File: config.mk
export PLATFORM = sky130hd
export DESIGN_NAME = cso_stop_react
export DESIGN_NICKNAME = d
export VERILOG_FILES = /design/src/cso_pkg.sv /design/src/cso_pulse.sv /design/src/cso_stop_react.sv /design/src/cso_sync.sv
export VERILOG_INCLUDE_DIRS = /design/src
export SDC_FILE = /design/constraint.sdc
export NUM_CORES = 1
export LEC_CHECK = 0
export BUFFER_PORTS_ARGS = -buffer_cell sky130_fd_sc_hd__buf_2
export CAP_MARGIN = 5
export CORE_MARGIN = 1
export CORE_UTILIZATION = 30
export DETAILED_ROUTE_END_ITERATION = 10
export PLACE_DENSITY = 0.51
export SETUP_SLACK_MARGIN = 0.15
export SLEW_MARGIN = 20
export SYNTH_ARGS = -nofsm -noshare
export SYNTH_HDL_FRONTEND = slang
export SYNTH_SLANG_ARGS = --single-unit
File: constraint.sdc
create_clock -name clk_sys -period 3.5 [get_ports clk_sys]
set_input_delay 0.525 -clock clk_sys [delete_from_list [all_inputs] [get_ports clk_sys]]
set_output_delay 0.525 -clock clk_sys [all_outputs]
set_load 0.1 [all_outputs]
File: src/cso_map.svh
// cso_map.svh: address width, offsets, field positions and reset values for the stop reaction block
// assumes: included by bare name from the design, checker and bench modules
`ifndef CSO_MAP_SVH
`define CSO_MAP_SVH

`define CSO_ADDR_W 4
`define CSO_OFS_CFG 4'h0
`define CSO_OFS_PULSE 4'h1
`define CSO_OFS_START 4'h2
`define CSO_OFS_CMP 4'h3
`define CSO_OFS_STATUS 4'h4
`define CSO_OFS_DIAG 4'h5

`define CSO_CFG_REACT_LO 0
`define CSO_CFG_REACT_HI 1
`define CSO_CFG_SUBST0 2
`define CSO_CFG_SUBST1 3
`define CSO_CFG_WB_EN 4
`define CSO_CFG_ADD_EN 5
`define CSO_CFG_PULSE0 6
`define CSO_CFG_PULSE1 7
`define CSO_CFG_ENC_LO 8
`define CSO_CFG_ENC_HI 9
`define CSO_CFG_RST 32'h0000_0000

`define CSO_PULSE_RST 32'h0000_0064
`define CSO_START_RST 32'h0000_0000
`define CSO_CMP_RST 32'h0000_0010

`endif

File: src/cso_pkg.sv
// cso_pkg.sv: types of the stop reaction block
// assumes: nothing beyond the map header
`default_nettype none
package cso_pkg;
    typedef enum logic [1:0] {
        CSO_CONTINUE = 2'b00,
        CSO_SUBST = 2'b01,
        CSO_KEEP = 2'b10
    } cso_react_t;

    typedef enum logic [1:0] {
        CSO_ENC_PUSHPULL = 2'b00,
        CSO_ENC_RS422 = 2'b01,
        CSO_ENC_SSI = 2'b10,
        CSO_ENC_OTHER = 2'b11
    } cso_enc_t;

    typedef enum logic [1:0] {
        CSO_ST_RUN = 2'b00,
        CSO_ST_STOP = 2'b01,
        CSO_ST_RESTART = 2'b10
    } cso_state_t;
endpackage
`default_nettype wire

File: src/cso_pulse.sv
// cso_pulse.sv: one switching output, level or timed pulse on comparison
// assumes: clk_sys domain; cmp_hit is a same-clock one-cycle pulse
`timescale 1ns/1ns
`default_nettype none
module cso_pulse #(
    parameter int CW = 32
) (
    input wire logic clk_sys,
    input wire logic rst,
    input wire logic ce,
    input wire logic clear,
    input wire logic pulse_mode,
    input wire logic cmp_level,
    input wire logic cmp_hit,
    input wire logic [CW-1:0] pulse_len,
    output logic level,
    output logic pulsing
);
    logic [CW-1:0] remain;

    // the pulse keeps timing regardless of the stop reaction
    always_ff @(posedge clk_sys) begin
        if (rst) begin
            remain <= '0;
            pulsing <= 1'b0;
        end else if (ce) begin
            if (clear) begin
                remain <= '0;
                pulsing <= 1'b0;
            end else if (pulse_mode && cmp_hit && pulse_len != '0) begin
                remain <= pulse_len;
                pulsing <= 1'b1;
            end else if (remain > 1) begin
                remain <= remain - 1'b1;
            end else begin
                remain <= '0;
                pulsing <= 1'b0;
            end
        end
    end

    assign level = pulse_mode ? pulsing : cmp_level;
endmodule // cso_pulse
`default_nettype wire

File: src/cso_stop_react.sv
// cso_stop_react.sv: counter channel with reaction to controller stop and diagnostic gating
// assumes: controller run level and encoder/diag inputs are asynchronous pins; plain register port
//
// Function
// - each channel has its own reaction: continue, substitute value or keep last
// - continue: counter keeps counting and outputs keep switching during stop
// - substitute: configured substitute levels drive outputs until stop-to-run
// - keep last: outputs hold their stop-entry levels until stop-to-run
// - keep last: a timed pulse output active at stop still clears at expiry
// - after stop-to-run in substitute or keep, reload start value, resume outputs
// - separate substitute levels for first and second switching outputs
// - diagnostic interrupts only raised when their enables are set; default off
// - wire-break diagnostic for push-pull 24 V, RS422 and SSI encoders when enabled
// - RS422 and SSI also flag short-circuit and bad supply under that enable
// - other encoder types raise no wire-break diagnostic
// - separate enable gates diagnostics for other operating errors
`include "cso_map.svh"
`timescale 1ns/1ns
`default_nettype none
module cso_stop_react #(
    parameter int CW = 32
) (
    input wire logic clk_sys,
    input wire logic rst,
    input wire logic ce,
    input wire logic [`CSO_ADDR_W-1:0] reg_addr,
    input wire logic [31:0] reg_wdata,
    input wire logic reg_wr,
    input wire logic reg_rd,
    output logic [31:0] reg_rdata,
    input wire logic ctrl_run,
    input wire logic enc_count_up,
    input wire logic enc_count_dn,
    input wire logic enc_wire_break,
    input wire logic enc_short,
    input wire logic enc_supply_bad,
    input wire logic op_error,
    output logic first_switch_output,
    output logic second_switch_output,
    output logic diag_wb_irq,
    output logic diag_add_irq,
    output logic [CW-1:0] count_value
);
    logic [31:0] cfg;
    logic [CW-1:0] pulse_len;
    logic [CW-1:0] start_val;
    logic [CW-1:0] cmp_val;
    logic [7:0] pin_s;
    logic run_s;
    logic up_s;
    logic dn_s;
    logic wb_s;
    logic sh_s;
    logic sup_s;
    logic op_s;
    logic up_d;
    logic dn_d;
    logic run_d;
    logic stop_entry;
    logic run_entry;
    cso_pkg::cso_state_t state;
    cso_pkg::cso_state_t next_state;
    cso_pkg::cso_react_t react;
    cso_pkg::cso_enc_t enc;
    logic [1:0] held;
    logic [1:0] live;
    logic [1:0] pulsing;
    logic [1:0] pmode;
    logic [1:0] cmp_level;
    logic cmp_hit;
    logic frozen;
    logic [1:0] next_out;
    logic wb_cond;
    logic cmp_now;
    logic cmp_prev;
    logic up_edge;
    logic dn_edge;
    logic [1:0] subst_lvl;
    logic [1:0] kept;
    logic [7:0] status_word;
    logic [2:0] diag_word;

    // encoder kinds that carry line monitoring
    function automatic logic cso_enc_monitored(input cso_pkg::cso_enc_t e);
        cso_enc_monitored = (e == cso_pkg::CSO_ENC_PUSHPULL) || (e == cso_pkg::CSO_ENC_RS422) ||
                            (e == cso_pkg::CSO_ENC_SSI);
    endfunction

    function automatic logic cso_enc_diff(input cso_pkg::cso_enc_t e);
        cso_enc_diff = (e == cso_pkg::CSO_ENC_RS422) || (e == cso_pkg::CSO_ENC_SSI);
    endfunction

    function automatic logic cso_rise(input logic now_lvl, input logic was_lvl);
        cso_rise = now_lvl && !was_lvl;
    endfunction

    // all pin inputs cross here before any logic looks at them
    cso_sync #(
        .W(8)
    ) u_sync (
        .clk_sys(clk_sys),
        .rst(rst),
        .ce(ce),
        .d({1'b0, op_error, enc_supply_bad, enc_short, enc_wire_break, enc_count_dn, enc_count_up, ctrl_run}),
        .q(pin_s)
    );
    assign run_s = pin_s[0];
    assign up_s = pin_s[1];
    assign dn_s = pin_s[2];
    assign wb_s = pin_s[3];
    assign sh_s = pin_s[4];
    assign sup_s = pin_s[5];
    assign op_s = pin_s[6];

    assign react = cso_pkg::cso_react_t'(cfg[`CSO_CFG_REACT_HI:`CSO_CFG_REACT_LO]);
    assign enc = cso_pkg::cso_enc_t'(cfg[`CSO_CFG_ENC_HI:`CSO_CFG_ENC_LO]);
    assign pmode = {cfg[`CSO_CFG_PULSE1], cfg[`CSO_CFG_PULSE0]};

    // register writes
    always_ff @(posedge clk_sys) begin
        if (rst) begin
            cfg <= `CSO_CFG_RST;
            pulse_len <= CW'(`CSO_PULSE_RST);
            start_val <= CW'(`CSO_START_RST);
            cmp_val <= CW'(`CSO_CMP_RST);
        end else if (ce && reg_wr) begin
            case (reg_addr)
                `CSO_OFS_CFG: begin
                    // bits above the used fields stay zero on read back
                    cfg <= {22'h0, reg_wdata[9:0]};
                end
                `CSO_OFS_PULSE: begin
                    pulse_len <= reg_wdata[CW-1:0];
                end
                `CSO_OFS_START: begin
                    start_val <= reg_wdata[CW-1:0];
                end
                `CSO_OFS_CMP: begin
                    cmp_val <= reg_wdata[CW-1:0];
                end
                default: begin
                end
            endcase
        end
    end

    // run level edges, one-cycle events in this clock
    // run_d starts low like the synchroniser, so release of reset fakes no stop
    always_ff @(posedge clk_sys) begin
        if (rst) begin
            run_d <= 1'b0;
            up_d <= 1'b0;
            dn_d <= 1'b0;
        end else if (ce) begin
            run_d <= run_s;
            up_d <= up_s;
            dn_d <= dn_s;
        end
    end
    assign stop_entry = run_d && !run_s;
    assign run_entry = !run_d && run_s;

    // pins count on their synchronised rising edge only
    assign up_edge = cso_rise(up_s, up_d);
    assign dn_edge = cso_rise(dn_s, dn_d);

    // continue skips restart, so the counter keeps its value
    always_comb begin
        next_state = state;
        case (state)
            cso_pkg::CSO_ST_RUN: begin
                if (stop_entry) begin
                    next_state = cso_pkg::CSO_ST_STOP;
                end
            end
            cso_pkg::CSO_ST_STOP: begin
                if (run_entry) begin
                    next_state = (react == cso_pkg::CSO_CONTINUE) ? cso_pkg::CSO_ST_RUN : cso_pkg::CSO_ST_RESTART;
                end
            end
            cso_pkg::CSO_ST_RESTART: begin
                next_state = cso_pkg::CSO_ST_RUN;
            end
            default: begin
                next_state = cso_pkg::CSO_ST_RUN;
            end
        endcase
    end

    always_ff @(posedge clk_sys) begin
        if (rst) begin
            state <= cso_pkg::CSO_ST_RUN;
        end else if (ce) begin
            state <= next_state;
        end
    end

    // counter runs in stop too; only restart after substitute or keep reloads it
    always_ff @(posedge clk_sys) begin
        if (rst) begin
            count_value <= '0;
        end else if (ce) begin
            if (state == cso_pkg::CSO_ST_RESTART) begin
                count_value <= start_val;
            end else if (up_edge) begin
                count_value <= count_value + 1'b1;
            end else if (dn_edge) begin
                count_value <= count_value - 1'b1;
            end
        end
    end

    // comparison: level mode is high at or above the compare value
    assign cmp_now = (count_value >= cmp_val);
    always_ff @(posedge clk_sys) begin
        if (rst) begin
            cmp_prev <= 1'b0;
        end else if (ce) begin
            cmp_prev <= cmp_now;
        end
    end
    // one pulse per crossing, not one per cycle above the value
    assign cmp_hit = cso_rise(cmp_now, cmp_prev);

    // both outputs share the one compare value
    genvar gi;
    generate
        for (gi = 0; gi < 2; gi++) begin : g_out
            assign cmp_level[gi] = cmp_now;
            cso_pulse #(
                .CW(CW)
            ) u_pulse (
                .clk_sys(clk_sys),
                .rst(rst),
                .ce(ce),
                .clear(state == cso_pkg::CSO_ST_RESTART),
                .pulse_mode(pmode[gi]),
                .cmp_level(cmp_level[gi]),
                .cmp_hit(cmp_hit),
                .pulse_len(pulse_len),
                .level(live[gi]),
                .pulsing(pulsing[gi])
            );
        end
    endgenerate

    // a held pulse output drops once its own timer has run out
    assign kept = held & ~(pmode & ~pulsing);
    assign subst_lvl = {cfg[`CSO_CFG_SUBST1], cfg[`CSO_CFG_SUBST0]};

    // snapshot of the driven levels at stop detection
    always_ff @(posedge clk_sys) begin
        if (rst) begin
            held <= 2'b00;
        end else if (ce) begin
            if (stop_entry && state == cso_pkg::CSO_ST_RUN) begin
                held <= {second_switch_output, first_switch_output};
            end else if (state == cso_pkg::CSO_ST_STOP) begin
                // a held pulse still ends when its timer runs out
                held <= kept;
            end
        end
    end

    // substitute and keep act only while stop lasts
    assign frozen = (state == cso_pkg::CSO_ST_STOP);
    always_comb begin
        next_out = live;
        if (frozen) begin
            case (react)
                cso_pkg::CSO_SUBST: begin
                    next_out = subst_lvl;
                end
                cso_pkg::CSO_KEEP: begin
                    next_out = kept;
                end
                default: begin
                    next_out = live;
                end
            endcase
        end
    end

    // registered so the pins never see a decode glitch
    always_ff @(posedge clk_sys) begin
        if (rst) begin
            first_switch_output <= 1'b0;
            second_switch_output <= 1'b0;
        end else if (ce) begin
            first_switch_output <= next_out[0];
            second_switch_output <= next_out[1];
        end
    end

    // diagnostics: level outputs, held while the condition lasts
    assign wb_cond = cso_enc_monitored(enc) && (wb_s || (cso_enc_diff(enc) && (sh_s || sup_s)));
    always_ff @(posedge clk_sys) begin
        if (rst) begin
            diag_wb_irq <= 1'b0;
            diag_add_irq <= 1'b0;
        end else if (ce) begin
            diag_wb_irq <= cfg[`CSO_CFG_WB_EN] && wb_cond;
            diag_add_irq <= cfg[`CSO_CFG_ADD_EN] && op_s;
        end
    end

    assign status_word = {held, first_switch_output, second_switch_output, run_s, 1'b0, state};
    assign diag_word = {op_s, wb_cond, diag_wb_irq};

    // read port: data in the cycle after the strobe
    always_ff @(posedge clk_sys) begin
        if (rst) begin
            reg_rdata <= 32'h0000_0000;
        end else if (ce) begin
            reg_rdata <= 32'h0000_0000;
            if (reg_rd) begin
                case (reg_addr)
                    `CSO_OFS_CFG: begin
                        reg_rdata <= cfg;
                    end
                    `CSO_OFS_PULSE: begin
                        reg_rdata <= 32'(pulse_len);
                    end
                    `CSO_OFS_START: begin
                        reg_rdata <= 32'(start_val);
                    end
                    `CSO_OFS_CMP: begin
                        reg_rdata <= 32'(cmp_val);
                    end
                    `CSO_OFS_STATUS: begin
                        reg_rdata <= {24'h000000, status_word};
                    end
                    `CSO_OFS_DIAG: begin
                        reg_rdata <= {29'h0, diag_word};
                    end
                    default: begin
                        reg_rdata <= 32'h0000_0000;
                    end
                endcase
            end
        end
    end
endmodule // cso_stop_react
`default_nettype wire

File: src/cso_sync.sv
// cso_sync.sv: two flip-flop synchroniser for a vector of pin levels
// assumes: clk_sys domain, synchronous active high reset
`timescale 1ns/1ns
`default_nettype none
module cso_sync #(
    parameter int W = 1
) (
    input wire logic clk_sys,
    input wire logic rst,
    input wire logic ce,
    input wire logic [W-1:0] d,
    output logic [W-1:0] q
);
    logic [W-1:0] meta;

    always_ff @(posedge clk_sys) begin
        if (rst) begin
            meta <= '0;
            q <= '0;
        end else if (ce) begin
            meta <= d;
            q <= meta;
        end
    end
endmodule // cso_sync
`default_nettype wire
==> flow_metrics.tcl <==
set metrics [dict create \
    arrival_ns 3.72 \
    design_area_um2 16600 \
    ir_drop_mv 0.325 \
    ys_async_sr_fraction_pct 0 \
    clk_latency_ns 0.58 \
    post_synth.cell_area_avg_um2 7.67 \
    critPathKind "reg2reg" \
    setup-tns-final_ns 0 \
    fin_skew_ns 0.0106 \
    final_nets 2077 \
    postRouteAntennaNets 0 \
    grt_setup_unrepaired "true" \
    yosys_warnings 0 \
    synth_edf_count 0 \
    critPathTopFamily "compound AO/OA/AOI/OAI gates" \
    slowest_delay_ns 0.42 \
    numCtsBuffers 30 \
    routed_wirelength_um 50400 \
    finalSetupViolCount 0 \
    cp-start-kind "register" \
    htreeDepth 1 \
    syn_to_final_growth_pct 17.7 \
    ys_ff_latch 262 \
    timing.final.hold_violations 0 \
    leakagePower_nw 6.50 \
    grt_pass1_vias 13100 \
    ys_types 78 \
    grt_max_degree 157 \
    crit_path_end_kind "register" \
    drtPass1Iterations 5 \
    drc 0 \
    core_um2 46500 \
    seq_area_um2 5250 \
    cts_hold_buf 0 \
    multi_input_comb_area_um2 8290 \
    critPathSlowestCell "a311o_1" \
    synthCells 1839 \
    dominantRegCellSynth "dfxtp_1" \
    fill_cells 4868 \
    wl_per_cell_um 19.5 \
    start_util_pct 30.4 \
    vias 14000 \
    placed_cell_area_um2 15700 \
    grt_overflow 0 \
    fin_crit_ns 3.23 \
    yosysMostFrequentCell "nand2_1" \
    grt_pass1_wl_um 77800 \
    synth.area.top_cells "dfxtp_1, nand2_1, a21oi_1" \
    die_area_um2 47900 \
    antenna_found_initial 0 \
    yosys.area.top_type "dfxtp_1" \
    dieWidth_um 219 \
    syn_area_um2 14100 \
    hold_path.class "in2reg" \
    status "completed" \
    via_per_inst 5.42 \
    cts_root_buffer "clkbuf_16" \
    drt_iter0_drc 1186 \
    cp_data_required_time_ns 3.98 \
    relSlewSlack_pct 34.8 \
    place.gp.congestion 0.889 \
    dp_hpwl_um 36400 \
    cts.sinks 262 \
    synth.yosys.seq_area_share_pct 37.2 \
    io_pins 116 \
    finalMaxSlewViolations 0 \
    worstPathMaxFanout 15 \
    die_y_um 219 \
    core.rowCount 79 \
    yosysTopAreaCellShare_pct 37.2 \
    tritoncts "done" \
    synth_commonest_cells "nand2_1, dfxtp_1, a21oi_1, nor2_1, clkbuf_1" \
    maxCapViolCount 0 \
    crit_buf_inv 1 \
    clk_pin_slew_ns 0.06 \
    syn-num-nets 1958 \
    cts_buffer_depth 3 \
    io_buffers 115 \
    p_per_area_nw_per_um2 641 \
    num_antenna_cells 0 \
    worstMarginPinSlew_ns 0.974 \
    path_cells "nand2b_4 -> buf_4 -> ha_1 -> a21oi_1 -> o21ai_0 -> a311o_1 -> a21o_1 -> a31oi_1 -> a21bo_2 -> xor2_1 -> or4_1 -> a41oi_1" \
    p_total_mw 10.6 \
    max_freq_ghz 0.309 \
    drive_above_1_share_pct 14.0 \
    period_share_pct 92.4 \
    track_usage_pct 20.6 \
]
## layout make-up
| type | count | share of cell area, % |
|---|---|---|
| multi-input combinational | 1405 | 49.9 |
| sequential | 262 | 31.6 |
| timing repair buffer | 196 | 7.32 |
| clock buffer | 39 | 4.79 |
| tap | 607 | 4.58 |
| inverter | 63 | 1.42 |
| clock inverter | 8 | 0.339 |
## stage by stage
stage	util, %	hold slack, ns	std cells	setup slack (ns)
2_1_floorplan	-	0.445	1839	0.169
3_3_place_gp	33.8	0.457	2531	0.171
3_5_place_dp	33.8	0.462	2531	0.136
4_1_cts	35.6	0.163	2578	0.150
5_1_grt	35.7	0.186	2580	0.128
6_report	35.7	0.183	2580	0.267
## registers in the layout (all words and copies together), names as in the netlist
signal / flops
held: 2
count_value: 32
pulse_len: 32
cmp_val: 32
start_val: 32
state: 2
u_sync.q: 7
up_d: 1
diag_add_irq: 1
second_switch_output: 1
diag_wb_irq: 1
reg_rdata: 32
u_sync.meta: 7
cmp_prev: 1
first_switch_output: 1
dn_d: 1
g_out.u_pulse.pulsing: 2
g_out.u_pulse.remain: 64
run_d: 1
cfg: 10
## worst reg2reg max path: stages, from the launching register on
cell      delay, ns
dfxtp_1        0.39
nand2b_4       0.17
buf_4          0.21
ha_1           0.35
a21oi_1        0.23
o21ai_0        0.18
a311o_1        0.42
a21o_1         0.17
a31oi_1        0.19
a21bo_2        0.17
xor2_1         0.06
or4_1          0.40
a41oi_1        0.20
## metal layers
layer | GRT usage, % | share of wire (%) | vias to the layer above
met2 | 32.8 | 45 | 412
met3 | 2.37 | 5.3 | 51
li1 | - | - | 6793
met5 | 0 | 0 | -
met4 | 5.28 | 2.0 | 0
met1 | 29.4 | 47 | 6715
## where the power goes
group | leakage [nW] | internal, mW | switching [mW]
Combinational | 3.96 | 1.62 | 2.47
Sequential | 2.12 | 3.31 | 0.384
Clock | 0.413 | 1.58 | 1.27
Total | 6.50 | 6.51 | 4.13
## cell families after synthesis
family | after synthesis | share of synthesized area (%)
flip-flops | 262 | 37.2
multiplexers | 17 | 1.21
AO/OA/AOI/OAI | 561 | 25.1
XOR/XNOR | 52 | 3.23
buffers and inverters | 172 | 4.65
AND/OR/NAND/NOR | 704 | 22.3
adder cells (fa/ha/maj) | 71 | 6.35
## final timing paths
path,from,endpoint,slack [ns],cells after the start
min,enc_wire_break,u_sync.meta[3],0.18,3
max,u_sync.q[1],count_value[31],0.27,12
min reg2reg,diag_add_irq,diag_add_irq,0.47,2
max reg2reg,u_sync.q[1],count_value[31],0.27,12
## cells in the final DEF, fill, tap and decap left out, drive strengths merged, types with 17 or more instances in the layout
cell	n
nor4	25
nor3	37
buf	196
clkbuf	39
inv	62
nand2	366
nor2	141
a22oi	72
dfxtp	262
a21oi	262
nand3	35
xor2	24
o21ai	62
a32oi	18
mux2i	17
a21o	33
ha	70
xnor2	28
nand4	20
## timing repair
item / in CTS / in global routing
gates resized for setup: 0 / 10
pin swaps: 1 / 2
cloned: 0 / 0
setup endpoints to repair: 1 / 31
buffers inserted: 0 / 2
Note: power is estimated with default switching activity, not from simulation.
